### src/hdl/mcx_pkg.sv
// Purpose: Shared constants and types for the machine-cycle sequencer
// Assumes: Special function registers sit on an 8-bit internal address
// Notes: Lengths are counted in machine cycles of four states
package mcx_pkg;

  typedef enum logic [1:0]
  {
    MCX_STATE_ONE   = 2'b00,
    MCX_STATE_TWO   = 2'b01,
    MCX_STATE_THREE = 2'b10,
    MCX_STATE_FOUR  = 2'b11
  } mcx_state_t;

  // ----------------------------------------------------------------
  // Register map
  // ----------------------------------------------------------------
  localparam logic [7:0] MCX_PTR_SEL_ADDR = 8'h86;
  localparam logic [7:0] MCX_CLK_CTRL_ADDR = 8'h8e;
  localparam logic [7:0] MCX_PTR_SEL_RESET = 8'h00;
  localparam logic [2:0] MCX_STRETCH_RESET = 3'h1;
  localparam int MCX_PTR_SEL_BIT = 0;
  localparam int MCX_STRETCH_MSB = 2;

  // ----------------------------------------------------------------
  // Timing
  // ----------------------------------------------------------------
  localparam int MCX_STATES_PER_CYCLE = 4;
  localparam logic [3:0] MCX_XMOVE_BASE_CYCLES = 4'h2;
  localparam logic [2:0] MCX_MIN_CYCLES = 3'h1;
  localparam logic [2:0] MCX_MAX_CYCLES = 3'h5;
  localparam logic [3:0] MCX_RESET_LEN = 4'h1;
  localparam logic [15:0] MCX_PTR_RESET = 16'h0000;

endpackage

### src/hdl/mcx_dp_if.sv
// Purpose: Carrier between the sequencer and its data pointer bank
// Assumes: One clock domain
// Notes: The core drives requests, the pointer bank answers
`timescale 1ns/1ps
interface mcx_dp_if;
  logic sel_wr;
  logic [7:0] sel_wdata;
  logic [7:0] sel_rdata;
  logic ld;
  logic [15:0] ld_data;
  logic inc;
  logic [15:0] ptr;

  modport core
  (
    output sel_wr, sel_wdata, ld, ld_data, inc,
    input sel_rdata, ptr
  );
  modport regs
  (
    input sel_wr, sel_wdata, ld, ld_data, inc,
    output sel_rdata, ptr
  );
endinterface

### src/hdl/mcx_core.sv
// Purpose: Machine-cycle sequencer with stretchable external data moves
// Assumes: Instruction decode supplies the cycle count at each fetch
// Notes: Data from the external bus pins is sampled on the rising edge, then captured on the falling edge
`timescale 1ns/1ps

// Behaviour
// - Machine cycle is four clock states
// - States run one, two, three, four
// - Both clock edges used for timing
// - One op-code fetch per machine cycle, none in external move access cycles
// - Single-cycle ops finish in four clocks
// - Some one-byte ops take two cycles
// - Other ops take three to five cycles
// - External move lasts two to nine cycles
// - Strobe widens with added stretch cycles
// - Indirect form: low byte from register
// - Indirect form: high byte from port-two latch
// - Pointer form: address from selected pointer
// - Select bit is bit zero at 86h
// - Other select bits ignored, read zero
// - Select zero primary, one secondary pointer
// - Stretch held in clock control bits 2-0
// - Stretch resets to one, three cycles
// - Move starts with ordinary fetch cycle
// - Stretch affects only external moves
module mcx_core
(
  input wire logic i_clk,
  input wire logic i_resetn,
  input wire logic [7:0] i_sfr_addr,
  input wire logic i_sfr_wr,
  input wire logic [7:0] i_sfr_wdata,
  output logic [7:0] o_sfr_rdata,
  input wire logic [2:0] i_op_cycles,
  input wire logic i_op_xmove,
  input wire logic i_xm_write,
  input wire logic i_xm_ptr_form,
  input wire logic [7:0] i_ri_value,
  input wire logic [7:0] i_port2_latch,
  input wire logic i_dp_load,
  input wire logic [15:0] i_dp_load_data,
  input wire logic i_dp_inc,
  input wire logic [7:0] i_xdata_pin,
  output mcx_pkg::mcx_state_t o_state,
  output logic o_fetch,
  output logic o_instr_start,
  output logic [15:0] o_xaddr,
  output logic o_rd_n,
  output logic o_wr_n,
  output logic [7:0] o_rdata,
  output logic o_rdata_valid
);
  import mcx_pkg::*;

  mcx_dp_if dp ();

  mcx_state_t st_q, st_d;
  logic [3:0] cyc_q, cyc_d;
  logic [3:0] len_q, len_d;
  logic xm_q, xm_d;
  logic wr_q, wr_d;
  logic [15:0] addr_q, addr_d;
  logic [2:0] stretch_q, stretch_d;
  logic strobe_q, strobe_d;
  logic [7:0] pin_s1_q, pin_s2_q;
  logic [7:0] rdata_q, rdata_d;
  logic rvalid_q, rvalid_d;
  logic last_cyc;
  logic access;
  logic [2:0] op_len;

  // ----------------------------------------------------------------
  // Strobe window decode
  // ----------------------------------------------------------------
  // Window follows the latched length, so a stretch write mid-move cannot reshape it
  function automatic logic strobe_at(input mcx_state_t st, input logic [3:0] cyc, input logic [3:0] len);
    if (cyc == 4'h0)
      return 1'b0;
    else if (len == MCX_XMOVE_BASE_CYCLES)
      return (st == MCX_STATE_TWO) || (st == MCX_STATE_THREE);
    else if (cyc == 4'h1)
      return (st == MCX_STATE_THREE) || (st == MCX_STATE_FOUR);
    else if (cyc == len - 4'h1)
      return (st == MCX_STATE_ONE) || (st == MCX_STATE_TWO);
    else
      return 1'b1;
  endfunction

  // ----------------------------------------------------------------
  // Pointer bank and register port
  // ----------------------------------------------------------------
  mcx_primary_data_pointer u_primary_data_pointer
  (
    .i_clk(i_clk),
    .i_resetn(i_resetn),
    .dp(dp.regs)
  );

  assign dp.sel_wr = i_sfr_wr && (i_sfr_addr == MCX_PTR_SEL_ADDR);
  assign dp.sel_wdata = i_sfr_wdata;
  assign dp.ld = i_dp_load;
  assign dp.ld_data = i_dp_load_data;
  assign dp.inc = i_dp_inc;

  always_comb
  begin
    stretch_d = stretch_q;
    if (i_sfr_wr && (i_sfr_addr == MCX_CLK_CTRL_ADDR))
      stretch_d = i_sfr_wdata[MCX_STRETCH_MSB:0];
    if (i_sfr_addr == MCX_PTR_SEL_ADDR)
      o_sfr_rdata = dp.sel_rdata;
    else if (i_sfr_addr == MCX_CLK_CTRL_ADDR)
      o_sfr_rdata = {5'h00, stretch_q};
    else
      o_sfr_rdata = 8'h00;
  end

  // ----------------------------------------------------------------
  // Machine-cycle sequencer
  // ----------------------------------------------------------------
  assign last_cyc = (cyc_q == len_q - 4'h1);
  assign access = xm_q && (cyc_q != 4'h0);
  assign op_len = (i_op_cycles < MCX_MIN_CYCLES) ? MCX_MIN_CYCLES :
                  (i_op_cycles > MCX_MAX_CYCLES) ? MCX_MAX_CYCLES : i_op_cycles;

  always_comb
  begin
    st_d = st_q;
    cyc_d = cyc_q;
    len_d = len_q;
    xm_d = xm_q;
    wr_d = wr_q;
    addr_d = addr_q;
    case (st_q)
      MCX_STATE_ONE: st_d = MCX_STATE_TWO;
      MCX_STATE_TWO: st_d = MCX_STATE_THREE;
      MCX_STATE_THREE: st_d = MCX_STATE_FOUR;
      default:
      begin
        st_d = MCX_STATE_ONE;
        cyc_d = last_cyc ? 4'h0 : cyc_q + 4'h1;
      end
    endcase
    if ((st_q == MCX_STATE_ONE) && (cyc_q == 4'h0))
    begin
      xm_d = i_op_xmove;
      wr_d = i_xm_write;
      if (i_op_xmove)
        len_d = MCX_XMOVE_BASE_CYCLES + {1'b0, stretch_q};
      else
        len_d = {1'b0, op_len};
      if (i_xm_ptr_form)
        addr_d = dp.ptr;
      else
        addr_d = {i_port2_latch, i_ri_value};
    end
    strobe_d = xm_d && strobe_at(st_d, cyc_d, len_d);
  end

  always_ff @(posedge i_clk or negedge i_resetn)
  begin
    if (!i_resetn)
    begin
      st_q <= MCX_STATE_ONE;
      cyc_q <= 4'h0;
      len_q <= MCX_RESET_LEN;
      xm_q <= 1'b0;
      wr_q <= 1'b0;
      addr_q <= MCX_PTR_RESET;
      stretch_q <= MCX_STRETCH_RESET;
      strobe_q <= 1'b0;
      pin_s1_q <= 8'h00;
      pin_s2_q <= 8'h00;
    end
    else
    begin
      st_q <= st_d;
      cyc_q <= cyc_d;
      len_q <= len_d;
      xm_q <= xm_d;
      wr_q <= wr_d;
      addr_q <= addr_d;
      stretch_q <= stretch_d;
      strobe_q <= strobe_d;
      pin_s1_q <= i_xdata_pin;
      pin_s2_q <= pin_s1_q;
    end
  end

  // ----------------------------------------------------------------
  // Read data capture on the falling edge
  // ----------------------------------------------------------------
  always_comb
  begin
    rvalid_d = strobe_q && !wr_q && !strobe_d;
    rdata_d = rvalid_d ? pin_s2_q : rdata_q;
  end

  always_ff @(negedge i_clk or negedge i_resetn)
  begin
    if (!i_resetn)
    begin
      rdata_q <= 8'h00;
      rvalid_q <= 1'b0;
    end
    else
    begin
      rdata_q <= rdata_d;
      rvalid_q <= rvalid_d;
    end
  end

  assign o_state = st_q;
  assign o_fetch = (st_q == MCX_STATE_ONE) && !access;
  assign o_instr_start = (st_q == MCX_STATE_ONE) && (cyc_q == 4'h0);
  assign o_xaddr = addr_q;
  assign o_rd_n = !(strobe_q && !wr_q);
  assign o_wr_n = !(strobe_q && wr_q);
  assign o_rdata = rdata_q;
  assign o_rdata_valid = rvalid_q;

  // ----------------------------------------------------------------
  // Checks
  // ----------------------------------------------------------------
  property p_state_order;
    @(posedge i_clk) disable iff (!i_resetn)
    (st_q == MCX_STATE_ONE) |=> (st_q == MCX_STATE_TWO) ##1 (st_q == MCX_STATE_THREE)
      ##1 (st_q == MCX_STATE_FOUR) ##1 (st_q == MCX_STATE_ONE);
  endproperty
  a_state_order: assert property (p_state_order)
    else $error("machine cycle state order broken");

  property p_xmove_len;
    @(posedge i_clk) disable iff (!i_resetn)
    (o_instr_start && i_op_xmove) |=> (len_q == 4'h2 + {1'b0, $past(stretch_q)});
  endproperty
  a_xmove_len: assert property (p_xmove_len)
    else $error("external move length not two plus stretch");

  property p_other_len;
    @(posedge i_clk) disable iff (!i_resetn)
    (o_instr_start && !i_op_xmove && (i_op_cycles >= 3'h1) && (i_op_cycles <= 3'h5))
      |=> (len_q == {1'b0, $past(i_op_cycles)});
  endproperty
  a_other_len: assert property (p_other_len)
    else $error("instruction length changed by stretch");

  property p_strobe_zero;
    @(posedge i_clk) disable iff (!i_resetn)
    ($fell(o_rd_n) && (len_q == MCX_XMOVE_BASE_CYCLES)) |-> !o_rd_n [*2] ##1 o_rd_n;
  endproperty
  a_strobe_zero: assert property (p_strobe_zero)
    else $error("unstretched strobe not two clocks");

  property p_strobe_one;
    @(posedge i_clk) disable iff (!i_resetn)
    ($fell(o_wr_n) && (len_q == MCX_XMOVE_BASE_CYCLES + 4'h1)) |-> !o_wr_n [*4] ##1 o_wr_n;
  endproperty
  a_strobe_one: assert property (p_strobe_one)
    else $error("stretch one strobe not four clocks");

  property p_fetch_then_access;
    @(posedge i_clk) disable iff (!i_resetn)
    $fell(o_rd_n) |-> access && (cyc_q == 4'h1) && !o_fetch;
  endproperty
  a_fetch_then_access: assert property (p_fetch_then_access)
    else $error("strobe outside the cycle after fetch");

  property p_indirect_addr;
    @(posedge i_clk) disable iff (!i_resetn)
    (o_instr_start && !i_xm_ptr_form) |=> (o_xaddr == {$past(i_port2_latch), $past(i_ri_value)});
  endproperty
  a_indirect_addr: assert property (p_indirect_addr)
    else $error("indirect address bytes wrong");

  property p_ptr_addr;
    @(posedge i_clk) disable iff (!i_resetn)
    (o_instr_start && i_xm_ptr_form) |=> (o_xaddr == $past(dp.ptr));
  endproperty
  a_ptr_addr: assert property (p_ptr_addr)
    else $error("pointer address wrong");

  property p_stretch_rd;
    @(posedge i_clk) disable iff (!i_resetn)
    (i_sfr_wr && (i_sfr_addr == MCX_CLK_CTRL_ADDR)) |=>
      (stretch_q == $past(i_sfr_wdata[2:0]));
  endproperty
  a_stretch_rd: assert property (p_stretch_rd)
    else $error("stretch field not written");

  property p_reset_state;
    @(posedge i_clk) $rose(i_resetn) |-> (st_q == MCX_STATE_ONE) && (stretch_q == 3'h1);
  endproperty
  a_reset_state: assert property (p_reset_state)
    else $error("reset values wrong");
endmodule

### src/hdl/mcx_primary_data_pointer.sv
// Purpose: Two 16-bit data pointers and their select register
// Assumes: Core raises at most one of load or increment per cycle
// Notes: Load and increment act on the pointer chosen by the select bit
`timescale 1ns/1ps
module mcx_primary_data_pointer
(
  input wire logic i_clk,
  input wire logic i_resetn,
  mcx_dp_if.regs dp
);
  import mcx_pkg::*;

  logic sel_q;
  logic sel_d;
  logic [15:0] ptr_q [2];
  logic [15:0] ptr_d [2];

  // ----------------------------------------------------------------
  // Next values
  // ----------------------------------------------------------------
  always_comb
  begin
    sel_d = sel_q;
    if (dp.sel_wr)
    begin
      sel_d = dp.sel_wdata[MCX_PTR_SEL_BIT];
    end
  end

  for (genvar g = 0; g < 2; g++)
  begin : g_ptr
    always_comb
    begin
      ptr_d[g] = ptr_q[g];
      if (sel_q == 1'(g))
      begin
        if (dp.ld)
        begin
          ptr_d[g] = dp.ld_data;
        end
        else if (dp.inc)
        begin
          ptr_d[g] = ptr_q[g] + 16'h0001;
        end
      end
    end

    always_ff @(posedge i_clk or negedge i_resetn)
    begin
      if (!i_resetn)
      begin
        ptr_q[g] <= MCX_PTR_RESET;
      end
      else
      begin
        ptr_q[g] <= ptr_d[g];
      end
    end
  end

  always_ff @(posedge i_clk or negedge i_resetn)
  begin
    if (!i_resetn)
    begin
      sel_q <= MCX_PTR_SEL_RESET[MCX_PTR_SEL_BIT];
    end
    else
    begin
      sel_q <= sel_d;
    end
  end

  assign dp.sel_rdata = {7'h00, sel_q};
  assign dp.ptr = sel_q ? ptr_q[1] : ptr_q[0];

  property p_ptr_choice;
    @(posedge i_clk) disable iff (!i_resetn)
    (dp.sel_wr && !dp.ld && !dp.inc) |=>
      (dp.ptr == ($past(dp.sel_wdata[0]) ? $past(ptr_q[1]) : $past(ptr_q[0])));
  endproperty
  a_ptr_choice: assert property (p_ptr_choice)
    else $error("pointer output does not follow select bit");

  property p_sel_upper;
    @(posedge i_clk) disable iff (!i_resetn)
    dp.sel_wr |=> (dp.sel_rdata[7:1] == 7'h00) && (dp.sel_rdata[0] == $past(dp.sel_wdata[0]));
  endproperty
  a_sel_upper: assert property (p_sel_upper)
    else $error("select register write not as expected");
endmodule

### config.mk
export PLATFORM = sky130hd
export DESIGN_NAME = mcx_core
export DESIGN_NICKNAME = d
export VERILOG_FILES = /design/src/hdl/mcx_pkg.sv /design/src/hdl/mcx_dp_if.sv /design/src/hdl/mcx_core.sv /design/src/hdl/mcx_primary_data_pointer.sv
export SDC_FILE = /design/constraint.sdc
export NUM_CORES = 1
export LEC_CHECK = 0
export BUFFER_PORTS_ARGS = -buffer_cell sky130_fd_sc_hd__buf_2
export CORE_ASPECT_RATIO = 0.8
export CORE_MARGIN = 2
export CORE_UTILIZATION = 60
export CTS_CLUSTER_DIAMETER = 50
export CTS_CLUSTER_SIZE = 8
export DETAILED_ROUTE_END_ITERATION = 16
export MAX_ROUTING_LAYER = met4
export PLACE_DENSITY = 0.95
export SKIP_CTS_REPAIR_TIMING = 1
export SYNTH_ARGS = -nofsm -noshare
export SYNTH_HDL_FRONTEND = slang
export SYNTH_SLANG_ARGS = --single-unit
### constraint.sdc
create_clock -name i_clk -period 5.4 [get_ports i_clk]
set_input_delay 0.81 -clock i_clk [delete_from_list [all_inputs] [get_ports i_clk]]
set_output_delay 0.81 -clock i_clk [all_outputs]
set_load 0.005 [all_outputs]
==> results.yml, run 1 <==
clock_tree:
  cts_max_level: 3
  cts_made_buffers: 9
  clk_pin_slew_ns: 0.11
  clkSinkCount: 90
  tritoncts: "built"
  cts-root-buf: "clkbuf_8"
  clk_path_buf_depth: 2
  insertion_delay_ns: 0.37
logic_synthesis:
  synthDistinctLibCells: 70
  syn-cell-area_sq_mm: 0.005176
  ys_ff_latch: 90
  syn_inst: 574
  ys_warn_count: 0
  seq_area_frac_synth: 0.4356
  ys_dominant_reg_cell: "dfrtp_1"
  avgSynthCellArea_sq_um: 9.018
  synth-async-reset-ratio: 1.000
  synth-edff-count: 0
place:
  dp_worst_setup_slack_ns: -0.3373
  port_buffers: 95
  place.gp.congestion: 0.9790
  dp_cells: 794
  placed_cell_area_sq_mm: 0.006050
  post-dp-hpwl_mm: 10.22
sta:
  finClkSkew_ns: 0.02883
  finalWorstSetupSlack_ns: -0.1790
  finalHoldViolCount: 0
  drv_slew: 0
  worstMarginPinSlew_ns: 1.356
  slew_headroom: 0.08963
  setup_viol: 9
  rsz0062_at_grt: "yes"
grt:
  antenna_found_initial: 0
  grt_usage: 0.3161
  grt_pass1_vias: 4713
  overflow: 0
  grt_pass1_wl_mm: 22.56
  grt_max_degree: 74
critical_path:
  end_kind: "register"
  crit_required_ns: 2.88
  critPathArrivalTime_ns: 3.06
  worst-r2r-setup-slack_ns: -0.18
  worstSetupPathType: "reg -> reg"
  cp_max_fo: 8
  start_kind: "register"
floorplanning:
  core_area_sq_mm: 0.008446
  start_util: 0.6129
  die_y_um: 87.08
  die_area_sq_mm: 0.009391
  rows: 30
  io_pins: 106
  die_w_um: 107.8
status:
  violations: "negative setup slack"
  status: "finished, violations left"
detailed_routing:
  drt-total-wl_mm: 15.26
  first_pass_iters: 6
  drtAntennaViolNets: 0
  drt_iter0_markers: 558
  viasPerCell: 6.373
  drc: 0
  wl_per_cell_um: 18.72
  vias: 5194
job:
  maxCapViolations: 0
pwr:
  ir_worst_vdd_mv: 0.2646
  powerDensity_mw_per_mm2: 454.5
  finalPower_mw: 2.940
  power.leakage_nw: 2.931
layout:
  antenna_cells: 0
  most-common-layout-cells: "buf_2 (94), dfrtp_1 (79), o21ai_0 (76)"
  finalNonFillerCells: 815
  nets: 774
  final_area_sq_mm: 0.006467
  layout-drive-gt1-share: 0.3101
  syn_to_final_growth_pct: 24.95
  final_util: 0.7658
  final_common_cell: "buf_2"
worst_hold_path:
  worstHoldPathType: "in -> async"
-- logic make-up (layout without fill, tap and decap cells) --
group                    Yosys count  in the layout  synth area share
XOR/XNOR                          14             14           0.02635
other                              1              5         0.0007245
buffers and inverters             51            176           0.04883
adder cells (fa/ha/maj)            9              9           0.02176
multiplexers                      33             33           0.06696
AND/OR/NAND/NOR                  206            206            0.2001
AO/OA/AOI/OAI                    170            170            0.1997
flip-flops                        90             90            0.4356
-- routing by layer --
layer | GRT usage | wire length [um] | part of all wire
met4 | 0.1096 | 765 | 0.050
met2 | 0.5020 | 7225 | 0.47
met5 | - | 0 | 0
met3 | 0.06058 | 1313 | 0.086
met1 | 0.4107 | 5956 | 0.39
-- final timing paths --
path                                        from  cells after the start                       to
max in group asynchronous               i_resetn                      1  o_rdata_valid$_DFF_NN0_
hold reg to reg            pin_s1_q[0]$_DFF_PN0_                      0    pin_s2_q[0]$_DFF_PN0_
setup / recovery            o_state[1]$_DFF_PN0_                     12   o_rdata[1]$_DFFE_NN0P_
setup reg to reg            o_state[1]$_DFF_PN0_                     12   o_rdata[1]$_DFFE_NN0P_
min in group i_clk         pin_s1_q[0]$_DFF_PN0_                      0    pin_s2_q[0]$_DFF_PN0_
hold / removal                          i_resetn                      1    pin_s2_q[1]$_DFF_PN0_
-- worst max-delay path, cell delays in order (launching register included) --
cell and delay, ns:
dfrtp_1 0.43, inv_2 0.09, ha_4 0.17, nand4bb_4 0.13, buf_6 0.16, inv_6 0.06, mux2_4 0.17, buf_6 0.13
or4b_4 0.47, a2bb2oi_2 0.19, o311a_4 0.22, o311ai_4 0.33, nand3_1 0.12
-- sequential cells by signal, indices dropped and copies added, names as in the netlist --
signal,flops
o_rdata_valid,1
pin_s2_q,8
o_xaddr,16
u_primary_data_pointer.sel_q,1
o_state,2
wr_q,1
cyc_q,4
o_rdata,8
strobe_q,1
pin_s1_q,8
u_primary_data_pointer.ptr_q,32
xm_q,1
stretch_q,3
len_q,4
-- report_power, final --
group          switching (mW)  leakage, nW  internal, mW
sequential              0.148         1.06         0.844
combinational           0.794         1.77         0.684
clock                   0.285        0.102         0.184
total                    1.23         2.93          1.71
-- cell type report --
type / instances / area [sq um]
well taps: 112 / 140.1
multi-input cells: 437 / 2899
clock buffers: 9 / 123.9
inverters: 13 / 53.80
fillers: 556 / 1978
repair buffers: 147 / 917.1
clock inverters: 7 / 78.83
flip-flops and latches: 90 / 2255
-- cell usage after synthesis, drive strengths merged, types with 12 or more instances --
cell type,n,area [sq um]
nand2,66,247.7
a21oi,38,190.2
clkbuf,24,91.33
mux2i,23,230.2
nor2,38,142.6
buf,14,107.6
nand3,23,120.1
inv,12,50.05
nand4,17,106.4
dfrtp,79,1977
nor3,18,95.09
o21ai,77,385.4
-- metrics by stage --
step / TNS (ns) / hold slack [ns]
4_1_cts: -2.068 / 0.2805
6_report: -1.098 / 0.2873
3_3_place_gp: -2.006 / 0.3312
5_1_grt: -1.659 / 0.2851
2_1_floorplan: -1.404 / 0.3312
3_5_place_dp: -2.731 / 0.3364
(Power assumes the default switching activity.)
==> inputs of run 2 (changes only) <==
CORE_MARGIN = 4   (was 2)
CTS_CLUSTER_DIAMETER = 150   (was 50)
SYNTH_HIERARCHICAL = 1   (was default)
==> run 2 against run 1 <==
  * The flow still finishes with violations (negative setup slack)
  * Global-route usage is 5.3 points lower
  * Final cell count is 7.7% lower
  * Flip-flop and latch count stayed put
  * Power is 15% lower
==> results.yml, run 2 <==
status:
  status: "finished, violations left"
  violations: "negative setup slack"
floorplanning:
  start_util: 0.6319
  die_y_um: 90.76
  core_area_sq_mm: 0.008128
  die_w_um: 111.4
  die_area_sq_mm: 0.01011
  io_pins: 106
  rows: 29
critical_path:
  worstSetupPathType: "reg -> reg"
  cp_max_fo: 5
  crit_path_top_delay_cell: "dfstp_2"
  cpMostUsedCell: "xor2_1"
  critPathArrivalTime_ns: 3.33
  end_kind: "register"
  critPathMaxStageDelay_ns: 0.54
  start_kind: "register"
  crit_chain: "inv_1 -> ha_1 -> xor2_1 -> nand4_2 -> o21ai_2 -> xor2_1 -> xor2_1 -> buf_4 -> nor4_4 -> buf_4 -> nor2_4 -> mux2_4"
  crit_required_ns: 2.89
detailed_routing:
  wl_per_cell_um: 18.77
  drt-total-wl_mm: 14.11
  drc: 0
  drtAntennaViolNets: 0
  vias: 4671
  first_pass_iters: 6
  drt_iter0_markers: 649
  viasPerCell: 6.211
pwr:
  power.leakage_nw: 2.950
  ir_worst_vdd_mv: 0.2939
  finalPower_mw: 2.491
  powerDensity_mw_per_mm2: 403.8
logic_synthesis:
  synth-edff-count: 0
  ys_warn_count: 6
  avgSynthCellArea_sq_um: 9.765
  synth_area_leaders: "dfrtp_1 (38%), mux2i_1 (6.2%), mux2_2 (4.6%)"
  synth-async-reset-ratio: 1.000
  ys_ff_latch: 90
  seq_area_frac_synth: 0.4390
  syn-cell-area_sq_mm: 0.005136
  syn_inst: 526
  synth_top_area_share: 0.3849
  synth.most_common_cell: "dfrtp_1"
  synth_top_cell_by_area: "dfrtp_1"
  synth_common_cells: "dfrtp_1 (79), nand2_1 (53), nor2_1 (47)"
  synthDistinctLibCells: 67
  ys_dominant_reg_cell: "dfrtp_1"
grt:
  grt_pass1_vias: 4394
  gr-usage-met1: 0.3461
  grt_max_degree: 67
  overflow: 0
  top_usage_layer: "met2"
  antenna_found_initial: 1
  use_met2: 0.4106
  grt_pass1_wl_mm: 21.05
  grtUsageMet3: 0.05492
  grt_usage: 0.2632
layout:
  most-common-layout-cells: "buf_2 (94), dfrtp_1 (79), nand2_1 (53)"
  final_common_cell: "buf_2"
  nets: 716
  finalNonFillerCells: 752
  syn_to_final_growth_pct: 20.12
  regMostFlops: "u_primary_data_pointer/ptr_q"
  layout-drive-gt1-share: 0.3204
  largest_register_ffs: 32
  fillers: 561
sta:
  finalHoldViolCount: 0
  setup_viol: 9
  setup_tns_ns: -3.334
  finalWorstSetupSlack_ns: -0.4383
  finClkSkew_ns: 0.02016
  rsz0062_at_grt: "yes"
  worstMarginPinSlew_ns: 1.006
  whs_ns: 0.3249
  slew_headroom: 0.3280
  drv_slew: 0
place:
  port_buffers: 95
  post-dp-hpwl_mm: 9.717
  dp_cells: 726
  dp_worst_setup_slack_ns: -0.5319
  place.gp.congestion: 0.9126
clock_tree:
  clk_path_buf_depth: 2
  clkSinkCount: 90
  cts-root-buf: "clkbuf_8"
  cts_made_buffers: 9
  insertion_delay_ns: 0.36
  tritoncts: "built"
  clk_pin_slew_ns: 0.10
  cts_max_level: 3
job:
  maxCapViolations: 0
worst_hold_path:
  worstHoldPathType: "in -> async"
-- run 2: cell count changes after synthesis, sizes merged, moves of 6 or more --
cell    delta
mux2      +20
o311ai     -8
a21oi     -23
nor2      +10
o31a       -8
nand3     -12
mux2i     +10
nor4       +6
nand2     -13
clkbuf    -15
o21ai     -36
buf       +13
-- run 2: routing by layer --
metal / up-vias / part of all wire / wire [um]
met5: - / 0 / 0
met4: 0 / 0.033 / 463
met3: 56 / 0.094 / 1320
met2: 306 / 0.47 / 6611
met1: 2211 / 0.41 / 5719
li1: 2098 / - / -
-- run 2: cell type report --
class / count / area (sq um) / share of cell area
diodes: 1 / 2.502 / 0.0004056
clock buffers: 9 / 123.9 / 0.02008
clock inverters: 7 / 67.56 / 0.01095
inverters: 17 / 63.81 / 0.01034
multi-input cells: 390 / 2778 / 0.4502
flip-flops and latches: 90 / 2255 / 0.3654
well taps: 108 / 135.1 / 0.02190
repair buffers: 130 / 744.5 / 0.1207
-- run 2: path summary, 6_finish.rpt --
kind                                  startpoint                endpoint  slack, ns  depth (start not counted)
hold / removal                          i_resetn   pin_s1_q[3]$_DFF_PN0_       0.32                          1
hold reg to reg            pin_s1_q[4]$_DFF_PN0_   pin_s2_q[4]$_DFF_PN0_       0.36                          0
setup reg to reg              len_q[0]$_DFF_PN1_  o_rdata[2]$_DFFE_NN0P_      -0.44                         12
max in group asynchronous               i_resetn  o_rdata[1]$_DFFE_NN0P_       2.20                          1
min in group i_clk         pin_s1_q[4]$_DFF_PN0_   pin_s2_q[4]$_DFF_PN0_       0.36                          0
setup / recovery              len_q[0]$_DFF_PN1_  o_rdata[2]$_DFFE_NN0P_      -0.44                         12
-- run 2: stage by stage --
step / util / area (sq um)
after floorplan: - / 5179
after global placement: 0.7154 / 5814
after detailed placement: 0.7154 / 5814
after CTS: 0.7389 / 6006
after global routing: 0.7591 / 6170
final: 0.7591 / 6170
-- run 2: power by group --
group | switching [mW] | total (mW) | internal (mW)
logic | 0.546 | 1.05 | 0.505
registers | 0.146 | 0.993 | 0.847
clock network | 0.266 | 0.447 | 0.181
-- run 2: critical path, delay by kind of cell, from the launching register on --
family,cells,cell delay [ns]
simple gates,3,0.48
compound gates,1,0.20
mux,1,0.33
flops,1,0.54
xor+xnor,3,0.68
buf+inv,3,0.40
fa+ha+maj,1,0.32
-- run 2: logic make-up after synthesis --
family	Yosys count	share of synthesized area
compound gates	105	0.1328
xor+xnor	17	0.03167
fa+ha+maj	11	0.02680
buf+inv	53	0.04799
flops	90	0.4390
mux	63	0.1367
other cells	1	0.0007301
simple gates	186	0.1844
==> inputs of run 3 (changes only) <==
--- a/config.mk
+++ b/config.mk
@@ -15,4 +15,5 @@
 export MAX_ROUTING_LAYER = met4
 export PLACE_DENSITY = 0.95
+export SETUP_SLACK_MARGIN = 0.1
 export SKIP_CTS_REPAIR_TIMING = 1
 export SYNTH_ARGS = -nofsm -noshare
==> constraint.sdc (replaced) <==
create_clock -name i_clk -period 5.4 [get_ports i_clk]
set_input_delay 1.08 -clock i_clk [delete_from_list [all_inputs] [get_ports i_clk]]
set_output_delay 1.08 -clock i_clk [all_outputs]
set_load 0.005 [all_outputs]
==> run 3 against run 2 <==
  * The run still ends with negative setup slack left
  * Global-route usage up 1.5 points
  * Worst hold slack better by 0.031 ns
  * Sequential share of layout area down 0.067 points
  * Wire length up 1.6%
  * Die area unchanged
  * Register-to-register slack worse by 0.05 ns
  * Sequential power down 0.4%
  * Combinational power up 6%
  * Power up 2.5%
  * Clock power up 2%
  * First-iteration DRC count down 8.2%
  * Via count down 1.2%
  * Highest routed layer unchanged
==> results.yml, run 3 (synthesis gave the netlist of run 2 again) <==
clock_tree:
  clk_path_buf_depth: 2
  insertion_delay_ns: 0.37
  cts_max_level: 3
  cts_made_buffers: 9
  cts-root-buf: "clkbuf_8"
  tritoncts: "built"
  clkSinkCount: 90
  clk_pin_slew_ns: 0.09
sta:
  worstMarginPinSlew_ns: 1.013
  finalWorstSetupSlack_ns: -0.5214
  finalHoldViolCount: 0
  finClkSkew_ns: 0.02580
  slew_headroom: 0.3232
  setup_viol: 9
  rsz0062_at_grt: "yes"
  drv_slew: 0
detailed_routing:
  vias: 4614
  drc: 0
  drt_iter0_markers: 596
  drtAntennaViolNets: 0
  drt-total-wl_mm: 14.35
  viasPerCell: 6.160
  first_pass_iters: 6
  wl_per_cell_um: 19.15
critical_path:
  crit_required_ns: 2.90
  cp_max_fo: 4
  end_kind: "register"
  worstSetupPathType: "in -> reg"
  start_kind: "primary input"
  critPathArrivalTime_ns: 3.42
layout:
  syn_to_final_growth_pct: 20.34
  final_area_sq_mm: 0.006181
  final_common_cell: "buf_2"
  seq_area_sq_mm: 0.002255
  fillers: 545
  layout-drive-gt1-share: 0.3141
  regMostFlops: "u_primary_data_pointer/ptr_q"
  nets: 713
  most-common-layout-cells: "buf_2 (92), dfrtp_1 (79), nand2_1 (53)"
  largest_register_ffs: 32
  multiInputGateArea_sq_mm: 0.002756
pwr:
  ir_worst_vdd_mv: 0.2921
  powerDensity_mw_per_mm2: 413.0
  power.leakage_nw: 2.970
  finalPower_mw: 2.553
place:
  placed_cell_area_sq_mm: 0.005837
  place.gp.congestion: 0.9270
  post-dp-hpwl_mm: 10.28
  dp_worst_setup_slack_ns: -0.9277
  port_buffers: 95
floorplanning:
  rows: 29
  core_area_sq_mm: 0.008128
  start_util: 0.6319
  die_w_um: 111.4
  die_area_sq_mm: 0.01011
  die_y_um: 90.76
  io_pins: 106
grt:
  grt_pass1_wl_mm: 22.05
  grt_usage: 0.2784
  grt_max_degree: 61
  antenna_found_initial: 1
  overflow: 0
  grt_pass1_vias: 4503
status:
  status: "finished, violations left"
  violations: "negative setup slack"
worst_hold_path:
  worstHoldPathType: "reg -> reg"
job:
  maxCapViolations: 0
[run 3: path summary, 6_finish.rpt]
| kind | from | to | slack [ns] | depth (start not counted) |
|---|---|---|---|---|
| min reg2reg | pin_s1_q[1]$_DFF_PN0_ | pin_s2_q[1]$_DFF_PN0_ | 0.36 | 0 |
| max | i_op_cycles[2] | o_rdata[5]$_DFFE_NN0P_ | -0.52 | 12 |
| max in group asynchronous | i_resetn | o_rdata[1]$_DFFE_NN0P_ | 1.50 | 1 |
| max reg2reg | o_state[0]$_DFF_PN0_ | o_rdata[5]$_DFFE_NN0P_ | -0.49 | 13 |
| min | pin_s1_q[1]$_DFF_PN0_ | pin_s2_q[1]$_DFF_PN0_ | 0.36 | 0 |
| min in group asynchronous | i_resetn | xm_q$_DFF_PN0_ | 0.77 | 1 |
[run 3: power by group]
group / internal [mW] / leakage (nW) / switching, mW
sequential: 0.848 / 1.06 / 0.142
combinational: 0.548 / 1.81 / 0.559
clock: 0.181 / 0.0966 / 0.275
total: 1.58 / 2.97 / 0.976
[run 3: layer usage]
metal  global-route usage  share of wire  up-vias  wire length (um)
li1                     -              -     2096                 -
met1               0.3567           0.40     2209              5672
met2               0.4448           0.48      263              6881
met3              0.05425          0.087       46              1247
met4              0.09828          0.038        0               544
met5                    -              0        -                 0
[run 3: layout make-up]
type	count	share of cell area
flip-flops and latches	90	0.3648
well taps	108	0.02186
multi-input cells	389	0.4460
repair buffers	128	0.1249
clock buffers	9	0.02004
clock inverters	7	0.01174
inverters	17	0.01032
diodes	1	0.0004049
[run 3: metrics by stage]
stage	hold slack (ns)	util	std cells	TNS, ns
after global routing	0.3645	0.7605	749	-5.173
after CTS	0.3582	0.7423	745	-4.623
final	0.3562	0.7605	749	-4.428
after global placement	0.3336	0.7181	729	-6.163
after detailed placement	0.3347	0.7181	729	-7.879
after floorplan	0.3312	-	532	-4.839
[run 3: worst max-delay path: stages]
cell       delay (ns)
buf_8            0.10
or3b_4           0.41
a21oi_4          0.14
a21oi_2          0.06
ha_1             0.23
xnor2_2          0.17
o21ai_1          0.17
o311ai_4         0.17
nor4_4           0.33
nor2_4           0.10
clkbuf_16        0.17
mux2_4           0.29
